[src/rss_pkg.sv]
package rss_pkg;

    // Register byte addresses.
    localparam logic [7:0] RSS_BACKUP_OFS = 8'h24;
    localparam logic [7:0] RSS_SWITCH_OFS = 8'h25;
    localparam logic [7:0] RSS_OUTPUT_OFS = 8'h26;
    localparam logic [7:0] RSS_UNLOCK_OFS = 8'h27;
    localparam logic [7:0] RSS_STATUS_OFS = 8'h28;
    localparam logic [7:0] RSS_BACKUP_RST = 8'h12;
    localparam logic [7:0] RSS_SWITCH_RST = 8'h63;
    localparam logic [7:0] RSS_OUTPUT_RST = 8'h03;
    localparam logic [7:0] RSS_BACKUP_MASK = 8'h33;

    // Unlock key: arbitrary value chosen for this block.
    localparam logic [7:0] RSS_UNLOCK_KEY = 8'h7d;

    // Field positions.
    localparam int RSS_BA_LSB = 0;
    localparam int RSS_BB_LSB = 4;
    localparam int RSS_HI_LSB = 4;
    localparam int RSS_LO_LSB = 0;

    // Slot code ranges.
    localparam logic [3:0] RSS_SLOT_MIN = 4'h3;
    localparam logic [3:0] RSS_SLOT_MAX = 4'ha;
    localparam logic [1:0] RSS_BSLOT_ONE = 2'h1;
    localparam logic [1:0] RSS_BSLOT_TWO = 2'h2;

    typedef struct packed {
        logic [7:0] adr;
        logic [31:0] dat;
        logic [3:0] sel;
        logic we;
        logic req;
    } rss_bus_req_t;

    // One entry per sequenced item: bit n set means the item acts in slot n.
    typedef struct packed {
        logic [10:0] backup_a;
        logic [10:0] backup_b;
        logic [10:0] load_switch;
        logic [10:0] linear_reg;
        logic [10:0] output_one;
        logic [10:0] output_three;
    } rss_slot_map_t;

    typedef enum logic [1:0] {
        RSS_BUS_IDLE = 2'b01,
        RSS_BUS_ACK = 2'b10
    } rss_bus_state_t;

endpackage

[src/rss_slot_config.sv]
`timescale 1ns/1ps
// Notes on behaviour
// RQ1 - Backup A field: 1h is slot 1, 2h slot 2, 0h and 3h unsequenced.
// RQ2 - Slots 1 and 2 run only while the freshness seal flag reads zero.
// RQ3 - After the seal breaks, the backup converters are never switched off.
// RQ4 - A four-bit field maps 3h..Ah to slots 3..10; other codes skip.
// RQ5 - 0x25 holds switch 7-4 (6h) and regulator 3-0 (3h), resets to 0x63.
// RQ6 - 0x26 holds output three 7-4 (0h), output one 3-0 (3h), reset 0x03.
// RQ7 - Software ignores the seal flag while the backup supplies are off.
// RQ8 - Backup B field is bits 5-4, resets to 1h, coded as the A field.
// RQ9 - A slot register takes a write only right after the unlock key.
module rss_slot_config
    import rss_pkg::*;
(
    input wire logic clock,
    input wire logic rst_b,
    input wire logic [7:0] wb_adr_i,
    input wire logic [31:0] wb_dat_i,
    input wire logic [3:0] wb_sel_i,
    input wire logic wb_we_i,
    input wire logic wb_cyc_i,
    input wire logic wb_stb_i,
    output logic [31:0] wb_dat_o,
    output logic wb_ack_o,
    input wire logic freshness_seal_flag,
    input wire logic [10:0] slot_strobe,
    input wire logic power_down,
    output logic [10:0] backup_a_on_slot,
    output logic [10:0] backup_b_on_slot,
    output logic [10:0] load_switch_on_slot,
    output logic [10:0] linear_reg_on_slot,
    output logic [10:0] output_one_on_slot,
    output logic [10:0] output_three_on_slot,
    output logic [5:0] rail_enable
);

    ////////////////////////////////////////////////////////////////////////
    function automatic logic [10:0] wide_slot(input logic [3:0] code);
        logic [10:0] hot;
        hot = '0;
        if (code >= RSS_SLOT_MIN && code <= RSS_SLOT_MAX) begin // RQ4
            hot[code] = 1'b1;
        end
        return hot;
    endfunction

    function automatic logic [10:0] backup_slot(input logic [1:0] code,
                                                input logic seal);
        logic [10:0] hot;
        hot = '0;
        // A broken seal masks slots 1 and 2 entirely.
        if (!seal && (code == RSS_BSLOT_ONE || code == RSS_BSLOT_TWO)) begin
            hot[code] = 1'b1; // RQ1 RQ2
        end
        return hot;
    endfunction

    // Unmapped and write-only addresses read as zero, so software can probe
    // the map without side effects.
    function automatic logic [31:0] read_word(input logic [7:0] adr,
                                              input logic [7:0] bkp,
                                              input logic [7:0] swt,
                                              input logic [7:0] outp,
                                              input logic seal,
                                              input logic armed);
        logic [31:0] word;
        word = '0;
        case (adr)
            RSS_BACKUP_OFS: word[7:0] = bkp;
            RSS_SWITCH_OFS: word[7:0] = swt;
            RSS_OUTPUT_OFS: word[7:0] = outp;
            RSS_STATUS_OFS: word[1:0] = {seal, armed};
            default: word = '0;
        endcase
        return word;
    endfunction

    ////////////////////////////////////////////////////////////////////////
    rss_bus_req_t req;
    rss_bus_state_t bus_reg, bus_next;
    logic [7:0] backup_reg, backup_next;
    logic [7:0] switch_reg, switch_next;
    logic [7:0] output_reg, output_next;
    logic unlock_reg, unlock_next;
    logic ack_reg, ack_next;
    logic [31:0] rdat_reg, rdat_next;
    logic wr_ok;

    assign req.adr = wb_adr_i;
    assign req.dat = wb_dat_i;
    assign req.sel = wb_sel_i;
    assign req.we = wb_we_i;
    assign req.req = wb_cyc_i & wb_stb_i;

    // A write lands only on the single ack edge, which is one cycle after
    // the request is seen, so each access acts exactly once.
    always_comb begin
        bus_next = bus_reg;
        ack_next = 1'b0;
        rdat_next = rdat_reg;
        backup_next = backup_reg;
        switch_next = switch_reg;
        output_next = output_reg;
        unlock_next = unlock_reg;
        // Only the low byte lane carries a register, so sel[0] gates a write.
        wr_ok = req.req && req.we && req.sel[0];
        case (bus_reg)
            RSS_BUS_IDLE: begin
                if (req.req) begin
                    bus_next = RSS_BUS_ACK;
                    ack_next = 1'b1;
                    rdat_next = read_word(req.adr, backup_reg, switch_reg,
                                          output_reg, freshness_seal_flag,
                                          unlock_reg);
                end
            end
            RSS_BUS_ACK: begin
                bus_next = RSS_BUS_IDLE;
                if (wr_ok) begin
                    // Any write other than the key closes the unlock window,
                    // so a stray write between key and target costs the
                    // master a fresh key; one flag keeps the guard simple.
                    unlock_next = (req.adr == RSS_UNLOCK_OFS)
                        && (req.dat[7:0] == RSS_UNLOCK_KEY); // RQ9
                    if (unlock_reg) begin // RQ9
                        case (req.adr)
                            RSS_BACKUP_OFS:
                                backup_next = req.dat[7:0]
                                    & RSS_BACKUP_MASK; // RQ8
                            RSS_SWITCH_OFS: switch_next = req.dat[7:0]; // RQ5
                            RSS_OUTPUT_OFS: output_next = req.dat[7:0]; // RQ6
                            default: ;
                        endcase
                    end
                end
            end
            default: bus_next = RSS_BUS_IDLE;
        endcase
    end

    // The read word is cleared in reset too, so the first read after reset
    // can never show stale data from before it.
    always_ff @(posedge clock) begin
        if (!rst_b) begin
            bus_reg <= RSS_BUS_IDLE;
            ack_reg <= 1'b0;
            rdat_reg <= '0;
            backup_reg <= RSS_BACKUP_RST; // RQ8
            switch_reg <= RSS_SWITCH_RST; // RQ5
            output_reg <= RSS_OUTPUT_RST; // RQ6
            unlock_reg <= 1'b0;
        end else begin
            bus_reg <= bus_next;
            ack_reg <= ack_next;
            rdat_reg <= rdat_next;
            backup_reg <= backup_next;
            switch_reg <= switch_next;
            output_reg <= output_next;
            unlock_reg <= unlock_next;
        end
    end

    assign wb_ack_o = ack_reg;
    assign wb_dat_o = rdat_reg;

    ////////////////////////////////////////////////////////////////////////
    // Slot decode and rail enables.
    // The maps are registered so every output leaves a flip-flop; a field
    // change therefore reaches the slot maps one cycle after the write.
    rss_slot_map_t map_reg, map_next;
    logic [5:0] en_reg, en_next;

    always_comb begin
        map_next.backup_a = backup_slot(backup_reg[RSS_BA_LSB +: 2],
                                        freshness_seal_flag);
        map_next.backup_b = backup_slot(backup_reg[RSS_BB_LSB +: 2],
                                        freshness_seal_flag); // RQ8
        map_next.load_switch = wide_slot(switch_reg[RSS_HI_LSB +: 4]); // RQ5
        map_next.linear_reg = wide_slot(switch_reg[RSS_LO_LSB +: 4]);
        map_next.output_three = wide_slot(output_reg[RSS_HI_LSB +: 4]); // RQ6
        map_next.output_one = wide_slot(output_reg[RSS_LO_LSB +: 4]);
        // Enables move only on a strobe, so a field rewritten mid-sequence
        // affects only the slots still to come.
        en_next = en_reg;
        if (power_down) begin
            // Items release on their slot in the falling sequence; the
            // backup pair stays on once the seal is broken.
            if (|(map_reg.output_three & slot_strobe)) en_next[5] = 1'b0;
            if (|(map_reg.output_one & slot_strobe)) en_next[4] = 1'b0;
            if (|(map_reg.linear_reg & slot_strobe)) en_next[3] = 1'b0;
            if (|(map_reg.load_switch & slot_strobe)) en_next[2] = 1'b0;
            if (!freshness_seal_flag) begin // RQ3
                if (|(map_reg.backup_b & slot_strobe)) en_next[1] = 1'b0;
                if (|(map_reg.backup_a & slot_strobe)) en_next[0] = 1'b0;
            end
        end else begin
            if (|(map_reg.output_three & slot_strobe)) en_next[5] = 1'b1;
            if (|(map_reg.output_one & slot_strobe)) en_next[4] = 1'b1;
            if (|(map_reg.linear_reg & slot_strobe)) en_next[3] = 1'b1;
            if (|(map_reg.load_switch & slot_strobe)) en_next[2] = 1'b1;
            if (|(map_reg.backup_b & slot_strobe)) en_next[1] = 1'b1; // RQ2
            if (|(map_reg.backup_a & slot_strobe)) en_next[0] = 1'b1;
        end
    end

    always_ff @(posedge clock) begin
        if (!rst_b) begin
            map_reg <= '0;
            en_reg <= '0;
        end else begin
            map_reg <= map_next;
            en_reg <= en_next;
        end
    end

    assign backup_a_on_slot = map_reg.backup_a;
    assign backup_b_on_slot = map_reg.backup_b;
    assign load_switch_on_slot = map_reg.load_switch;
    assign linear_reg_on_slot = map_reg.linear_reg;
    assign output_one_on_slot = map_reg.output_one;
    assign output_three_on_slot = map_reg.output_three;
    assign rail_enable = en_reg;

endmodule

[config.mk]
export PLATFORM = sky130hd
export DESIGN_NAME = rss_slot_config
export DESIGN_NICKNAME = d
export VERILOG_FILES = /design/src/rss_pkg.sv /design/src/rss_slot_config.sv
export SDC_FILE = /design/constraint.sdc
export NUM_CORES = 1
export LEC_CHECK = 0
export BUFFER_PORTS_ARGS = -buffer_cell sky130_fd_sc_hd__buf_2
export CELL_PAD_IN_SITES_DETAIL_PLACEMENT = 2
export CELL_PAD_IN_SITES_GLOBAL_PLACEMENT = 2
export CORE_MARGIN = 2
export CORE_UTILIZATION = 23
export DETAILED_ROUTE_END_ITERATION = 16
export PLACE_DENSITY_LB_ADDON = 0.15
export REMOVE_ABC_BUFFERS = 1
export SYNTH_ARGS = -nofsm -noshare
export SYNTH_HDL_FRONTEND = slang
export SYNTH_SLANG_ARGS = --single-unit
[constraint.sdc]
create_clock -name clock -period 1.5 [get_ports clock]
set_input_delay 0.075 -clock clock [delete_from_list [all_inputs] [get_ports clock]]
set_output_delay 0.075 -clock clock [all_outputs]
set_load 0.05 [all_outputs]
# Yosys cells after proc, flatten, opt, wreduce, memory -nomap -nowiden
# Index checks and enable logic that the tools add are counted.
# word_totals
reg_bits,104
output_inout_bits,105
# classes
order_cmp,20
eq_ne,13
muxes,29
bitwise,7
reduce_logical,38
# op_table
operator,count
$and A11 B11 Y11,6
$reduce_or A11 Y1,6
$eq A8 B6 Y1 const B,5
$reduce_and A2 Y1,11
$lt A4 B5 Y1 const B,4
$mux W1,19
$pmux W6 S3,1
$demux W1 S4,4
$ge A4 B1 Y1 const B,4
$ge A4 B2 Y1 const B,4
$le A4 B4 Y1 const B,4
$logic_and A1 B1 Y1,15
$reduce_and A4 Y1,3
$lt A2 B5 Y1 const B,2
$eq A8 B7 Y1 const B,1
$pmux W2 S4,1
$eq A2 B1 Y1 const B,3
$eq A2 B2 Y1 const B,3
$mux W6,1
$demux W1 S2,2
$ge A2 B1 Y1 const B,2
$logic_or A1 B1 Y1,2
$mux W2,1
$ne A2 B2 Y1 const B,1
2 further kinds,2

# Longest topological paths before layout
# Gate-level depths: netlist of run 1.
# logic_depth
word_depth,5
ltp_mapped,7

# Worst setup path after synthesis of run 1
# OpenSTA, ideal clock, no wires.
# synth_path
path_type,input to register
start,input port wb_adr_i[4]
end,register rdat_reg[4] (netlist: wb_dat_o[4])
setup_ns,0.060
t_arrival_ns,1.480
path_slack_ns,-0.039
path_stages,6
path_buffers,1
path_cell_list,or4b_4 > or2_1 > buf_6 > a211o_1 > o21ai_1 > and2_1
# synth_between
elab_chain_len,2
word_cells_on_any_way,4
classes_between,eq/ne (3); mux (1)
# synth_lines
item,line_no,source
"start, declared",rss_slot_config.sv:17,"input wire logic [7:0] wb_adr_i,"
$eq A8 B6 Y1,rss_slot_config.sv:68,case (adr)
$pmux W6 S3 (*),rss_slot_config.sv:68,
"end signal, assigned",rss_slot_config.sv:155,rdat_reg <= rdat_next;
"end, declared",rss_slot_config.sv:86,"logic [31:0] rdat_reg, rdat_next;"
# Every way passes the cells marked *; elsewhere a longest branch is shown, timed or not.
# A chain may end at the register's enable or synchronous reset.

# Final worst setup path of run 1
# layout_path
start,register bus_reg[0]
end,register switch_reg[6]
# layout_between
elab_chain_len,2
# layout_lines
item,line_no,source
"start, declared",rss_slot_config.sv:80,"rss_bus_state_t bus_reg, bus_next;"
"start signal, assigned",rss_slot_config.sv:153,bus_reg <= bus_next;
$eq A2 B2 Y1,rss_slot_config.sv:107,case (bus_reg)
$reduce_and A4 Y1 (no source line),n/a,
"end signal, assigned",rss_slot_config.sv:157,switch_reg <= switch_next;
"end, declared",rss_slot_config.sv:82,"logic [7:0] switch_reg, switch_next;"
# No other way between the ends.

==> out/metrics.csv, run 1 <==
stage,metric,value,unit
outcome,status,completed,
floorplanning,coreArea,0.0153,mm^2
grt,grt_max_degree,37,
worst_setup_path,cp_cell_sequence,nand4b_1 > nor4_2 > buf_4 > nand2_4 > buf_6 > nand2_2 > nand3_2,
place,dp_hpwl,9900,um
cts,htreeDepth,3,
grt,grt_usage,0.148,
pwr,p_int,3.73,mW
cts,cts-buffers-inserted,9,
pwr,ir_drop,514,uV
worst_setup_path,crit_path_max_fanout,6,
pwr,p_seq_frac,0.466,
grt,grt_pass1_wl,18600,um
floorplanning,row_count,45,
worst_setup_path,critical_path.max_stage_delay,0.32,ns
floorplanning,num_io_pins,167,
worst_setup_path,rrSetupSlack,0.02,ns
logic_synthesis,synth_edf_count,0,
timing,min_period_over_period,0.989,
timing,setup_viol,0,
logic_synthesis,syn_inst,392,
worst_setup_path,start_kind,register,
grt,antenna_found_initial,0,
cells_and_area,area_growth,31.3,%
floorplanning,die_h,129,um
logic_synthesis,yosys_warnings,0,
cts,clkTransAtPathRegs,0.07,ns
timing,clock_skew,0.00706,ns
logic_synthesis,synth_flop_cell,dfxtp_1,
hold_path,hp-start,wb_dat_i[6],
worst_setup_path,cp.arrival,1.72,ns
logic_synthesis,synth_seq_cells,90,
route,drt_iter0_drc,93,
cells_and_area,drive_above_1_share,0.306,
logic_synthesis,synth_area,0.00361,mm^2
worst_setup_path,crit_path_end_kind,register,
cts,clockBufferDepth,2,
pwr,power_frac_clock,0.410,
cells_and_area,fillers,1742,
cts,post_cts_buffers,0,
route,wire_per_inst,16.8,um
hold_path,min_path_type,in2reg,
place,gp_congestion,0.734,
pwr,comb_power_share,0.125,
logic_synthesis,yosysSeqAreaShare,0.499,
logic_synthesis,synth_cell_types,42,
run,drv_cap,0,
worst_setup_path,required,1.73,ns
worst_setup_path,critPathKind,reg2reg,
cts,cts_num_sinks,90,
grt,grt_overflow,0,
worst_setup_path,critPathSlowestCell,dfxtp_2,
cts,insertion_delay,0.35,ns
route,vias,3278,
grt,grt_pass1_vias,3341,
place,place_ws,-0.165,ns
worst_setup_path,r2r_end,switch_reg[6],
route,wl,12300,um
cts,cts_tree,done,
floorplanning,start_util,0.237,
hold_path,worst_hold_path.num_cells,3,
route,drc,0,
cts,ctsHoldBuffers,0,
worst_setup_path,r2r_start,bus_reg[0],
timing,finalHoldViolCount,0,
cells_and_area,fin_nets,589,
floorplanning,fp.dieArea,0.0167,mm^2
cells_and_area,antenna_cells,0,
route,drtPass1Iterations,4,
pwr,leakage,2.12,nW
pwr,power_switching,1.54,mW
logic_synthesis,syn_avg_cell_area,9.21,um^2
timing,grt_setup_unrepaired,true,
cts,cts-root-buf,clkbuf_16,
hold_path,worstHoldEndpoint,output_reg[6],
floorplanning,die_w,129,um
timing,period_needed,1.48,ns
pwr,powerDensity,1110,mW/mm^2
route,ant_nets,0,
timing,fmax,674,MHz
pwr,p_sw_frac,0.292,
place,io_buffers,101,
logic_synthesis,ys_async_sr_fraction,0,
worst_setup_path,worstRegToRegCells,7,
timing,final-max-slew-violation-count,0,
route,via_per_inst,4.47,
timing,finalWorstSetupSlack,0.0160,ns
timing,holdWs,0.0168,ns
power groups by stage:
| stage | registers [mW] | clock network [mW] | logic [mW] |
|---|---|---|---|
| floorplan | 2.63 | 0 | 0.304 |
| global placement | 2.50 | 0 | 0.648 |
| detailed placement | 2.51 | 0 | 0.652 |
| CTS | 2.45 | 2.23 | 0.654 |
| global route | 2.45 | 2.33 | 0.693 |
| finish | 2.45 | 2.15 | 0.655 |
synthesized netlist by cell type (2+ instances only):
cell type / number / area [um^2]
nor3_1: 15 / 75.1
mux2i_1: 4 / 40.0
a2bb2oi_1: 2 / 17.5
nand2_1: 29 / 109
nor4_1: 4 / 25.0
nor2_1: 37 / 139
dfxtp_1: 90 / 1800
a21oi_1: 12 / 60.1
nor3b_1: 2 / 15.0
clkbuf_1: 12 / 45.0
a221oi_1: 9 / 78.8
a222oi_1: 4 / 40.0
a22oi_1: 6 / 45.0
inv_1: 5 / 18.8
and2_1: 10 / 62.6
or2_2: 2 / 12.5
nand2b_1: 10 / 62.6
o21ai_1: 16 / 80.1
a211oi_1: 3 / 22.5
nand3_1: 35 / 175
buf_4: 38 / 285
nor2b_1: 3 / 18.8
nand4b_1: 2 / 17.5
nand3b_1: 8 / 60.1
ha_1: 8 / 100
o21ai_0: 2 / 10.0
a22o_1: 9 / 78.8
worst max-delay path by stage:
stage / startpoint / end / cells after the start
final: bus_reg[0] / switch_reg[6] / 7
after global routing: bus_reg[0] / switch_reg[4] / 7
after CTS: bus_reg[0] / switch_reg[0] / 7
after detailed placement: wb_adr_i[4] / unlock_reg / 6
after global placement: wb_adr_i[4] / unlock_reg / 6
after floorplan: wb_adr_i[4] / output_reg[4] / 5
logic make-up (layout without fill, tap and decap cells):
logic type / after synthesis / count (layout) / synth area share
simple gates: 165 / 165 / 0.233
fa+ha+maj: 8 / 8 / 0.0277
buf+inv: 59 / 141 / 0.103
flops: 90 / 90 / 0.499
mux: 4 / 4 / 0.0111
compound gates: 65 / 65 / 0.125
other cells: 1 / 50 / 0.00104
routing by layer:
| layer | GRT usage | routed length (um) | vias up | share of wire |
|---|---|---|---|---|
| li1 | - | - | 1549 | - |
| met1 | 0.193 | 5770 | 1589 | 0.47 |
| met2 | 0.237 | 5600 | 128 | 0.45 |
| met3 | 0.0396 | 780 | 12 | 0.063 |
| met4 | 0.0480 | 161 | 0 | 0.013 |
| met5 | 0 | 0 | - | 0 |
metrics by stage:
stage	power (mW)	utilization	cell area (um^2)	setup TNS, ns	std cells
after global routing	5.47	0.311	4740	-0.903	734
after floorplan	2.93	-	3440	-8.63	388
after CTS	5.33	0.304	4630	0	732
after detailed placement	3.16	0.285	4350	-3.45	717
after global placement	3.15	0.285	4350	-2.66	717
final	5.26	0.311	4740	0	734
worst max-delay path, delay by kind of cell (launching register included):
| family | cells | cell delay, ns |
|---|---|---|
| simple gates | 5 | 0.69 |
| buf+inv | 2 | 0.34 |
| flops | 1 | 0.32 |
layout make-up:
type	count	area, um^2	share of cell area
Sequential cell	90	1800	0.380
Multi-Input combinational cell	292	1700	0.358
Timing Repair Buffer	120	676	0.142
Tap cell	211	264	0.0557
Clock buffer	10	239	0.0504
Clock inverter	5	40.0	0.00844
Inverter	6	22.5	0.00475
cell usage in the layout, fill, tap and decap left out, types with 9 or more instances in the layout:
cell type	n
clkbuf_16	9
o21ai_1	14
nand2b_1	10
dfxtp_1	89
and2_1	10
a22o_1	9
nand2_1	21
nand3_1	27
nor3_1	15
a221oi_1	9
buf_2	101
a21oi_1	12
nor2_1	37
conb_1	50
buf_4	14
timing repair:
action | 4_1_cts | 5_1_grt
pin swaps | 1 | 4
cloned | 0 | 2
gates resized for setup | 0 | 27
setup endpoints to repair | 9 | 19
(Power assumes the default switching activity.)
==> inputs of run 2 (changes only) <==
--- a/config.mk
+++ b/config.mk
@@ -9,7 +9,7 @@
 export CELL_PAD_IN_SITES_DETAIL_PLACEMENT = 2
 export CELL_PAD_IN_SITES_GLOBAL_PLACEMENT = 2
 export CORE_MARGIN = 2
-export CORE_UTILIZATION = 23
+export CORE_UTILIZATION = 26
 export DETAILED_ROUTE_END_ITERATION = 16
 export PLACE_DENSITY_LB_ADDON = 0.15
 export REMOVE_ABC_BUFFERS = 1
==> constraint.sdc (replaced) <==
create_clock -name clock -period 1.6 [get_ports clock]
set_input_delay 0.08 -clock clock [delete_from_list [all_inputs] [get_ports clock]]
set_output_delay 0.08 -clock clock [all_outputs]
set_load 0.05 [all_outputs]
==> run 2 against run 1 <==
  * Sequential share of layout area up 1.1 points
  * Clock skew about the same
  * Register-to-register slack better by 0.13 ns
  * Routed wire length down 4.8%
  * Largest power group unchanged
  * Via count down 4.0%
  * Total power down 3.5%
  * Critical endpoint is now output_reg[1]
  * Combinational power down 7.5%
  * Utilization up 2.5 points
  * Die area down 11%
==> out/metrics.csv, run 2 (same netlist as run 1, synthesis figures left out) <==
stage,metric,value,unit,change
outcome,status,completed,,unchanged
route,drtPass1Iterations,4,,unchanged
timing,final-max-slew-violation-count,0,,unchanged
cells_and_area,final_common_cell,buf_2,,unchanged
grt,grt_usage,0.166,,was 0.148
cts,cts_num_sinks,90,,unchanged
route,wire_per_inst,16.8,um,about the same
route,ant_nets,0,,unchanged
worst_setup_path,required,1.82,ns,was 1.73 ns
floorplanning,start_util,0.263,,was 0.237
cells_and_area,drive_above_1_share,0.266,,was 0.306
place,place_ws,-0.187,ns,was -0.165 ns
floorplanning,die_w,122,um,was 129 um
pwr,leakage,2.09,nW,was 2.12 nW
floorplanning,die_h,122,um,was 129 um
worst_setup_path,r2r_start,bus_reg[0],,unchanged
timing,finalHoldViolCount,0,,unchanged
hold_path,hp-start,wb_dat_i[6],,unchanged
cells_and_area,layout_common_cells,"101 x buf_2, 90 x dfxtp_1, 50 x conb_1",,"was 101 x buf_2, 89 x dfxtp_1, 50 x conb_1"
cts,clockBufferDepth,2,,unchanged
pwr,ir_drop,382,uV,was 514 uV
place,dp_hpwl,9390,um,was 9900 um
timing,holdWs,0.0195,ns,was 0.0168 ns
cts,cts_tree,done,,unchanged
worst_setup_path,crit_path_end_kind,register,,unchanged
worst_setup_path,start_kind,register,,unchanged
cts,insertion_delay,0.34,ns,was 0.35 ns
cells_and_area,area_growth,27.6,%,was 31.3%
hold_path,min_path_type,in2reg,,unchanged
cts,cts-buffers-inserted,9,,unchanged
cells_and_area,antenna_cells,0,,unchanged
worst_setup_path,crit_path_max_fanout,8,,was 6
run,drv_cap,0,,unchanged
worst_setup_path,rrSetupSlack,0.15,ns,was 0.02 ns
floorplanning,row_count,43,,was 45
place,gp_congestion,0.741,,was 0.734
place,io_buffers,101,,unchanged
floorplanning,coreArea,0.0137,mm^2,was 0.0153 mm^2
timing,grt_setup_unrepaired,false,,was true
route,drt_iter0_drc,136,,was 93
grt,grt_pass1_vias,3383,,"was 3,341"
timing,fmax,689,MHz,was 674 MHz
timing,finalWorstSetupSlack,0.149,ns,was 0.0160 ns
cells_and_area,fin_nets,584,,was 589
worst_setup_path,cp.arrival,1.68,ns,was 1.72 ns
timing,setup_viol,0,,unchanged
cts,htreeDepth,3,,unchanged
grt,grt_pass1_wl,18500,um,"was 18,600 um"
grt,grt_overflow,0,,unchanged
timing,min_period_over_period,0.907,,was 0.989
floorplanning,num_io_pins,167,,unchanged
worst_setup_path,startpoint,bus_reg[0],,unchanged
pwr,powerDensity,1100,mW/mm^2,was 1110 mW/mm^2
cts,clkTransAtPathRegs,0.06,ns,was 0.07 ns
floorplanning,fp.dieArea,0.0148,mm^2,was 0.0167 mm^2
route,vias,3147,,"was 3,278"
timing,clock_skew,0.00710,ns,was 0.00706 ns
timing,period_needed,1.45,ns,was 1.48 ns
worst_setup_path,critPathKind,reg2reg,,unchanged
route,via_per_inst,4.50,,was 4.47
route,wl,11700,um,"was 12,300 um"
grt,antenna_found_initial,0,,unchanged
route,drc,0,,unchanged
cts,cts-root-buf,clkbuf_16,,unchanged
grt,grt_max_degree,34,,was 37
cts,ctsHoldBuffers,0,,unchanged
-- run 2: what timing repair did --
item / CTS / global route
setup endpoints to repair: 3 / 1
gates resized for setup: 1 / 0
pin swaps: 0 / 1
buffers inserted: 0 / 0
cloned: 0 / 0
-- run 2: critical path, cell delays in order, from the launching register on --
cell,delay [ns]
dfxtp_1,0.31
nand4b_1,0.23
nor4_2,0.23
buf_4,0.18
nand2_1,0.07
buf_4,0.17
nand2_1,0.07
nand3_1,0.07
-- run 2: layout make-up --
cell class	instances	area, um^2
clock buffers	11	253
clock inverters	5	60.1
fillers	1585	9110
inverters	6	22.5
multi-input cells	292	1620
flip-flops and latches	90	1800
well taps	180	225
repair buffers	115	623
-- run 2: final timing paths --
path                   end  cells after the start
max          output_reg[1]                      7
min          switch_reg[6]                      3
max reg2reg  output_reg[1]                      7
min reg2reg    wb_dat_o[1]                      2
-- run 2: routing by layer --
layer | up-vias | share of wire | track usage | wire length (um)
met5 | - | 0 | 0 | 0
met4 | 0 | 0.018 | 0.0754 | 209
met3 | 15 | 0.059 | 0.0370 | 692
met2 | 100 | 0.45 | 0.260 | 5250
met1 | 1496 | 0.48 | 0.218 | 5580
li1 | 1536 | - | - | -
-- run 2: report_power, final --
group | leakage (nW) | total, mW | switching (mW) | internal [mW]
Clock | 0.152 | 2.17 | 0.872 | 1.30
Combinational | 1.20 | 0.606 | 0.489 | 0.118
Sequential | 0.733 | 2.30 | 0.0193 | 2.28
Total | 2.09 | 5.08 | 1.38 | 3.70
-- run 2: metrics by stage --
step	setup TNS (ns)	util	total power [mW]	cell area [um^2]	std cells
after floorplan	-6.72	-	2.75	3440	388
after global placement	-1.40	0.313	2.95	4290	683
after detailed placement	-1.99	0.313	2.95	4290	683
after CTS	0	0.336	5.18	4610	699
after global routing	0	0.336	5.31	4610	699
final	0	0.336	5.08	4610	699
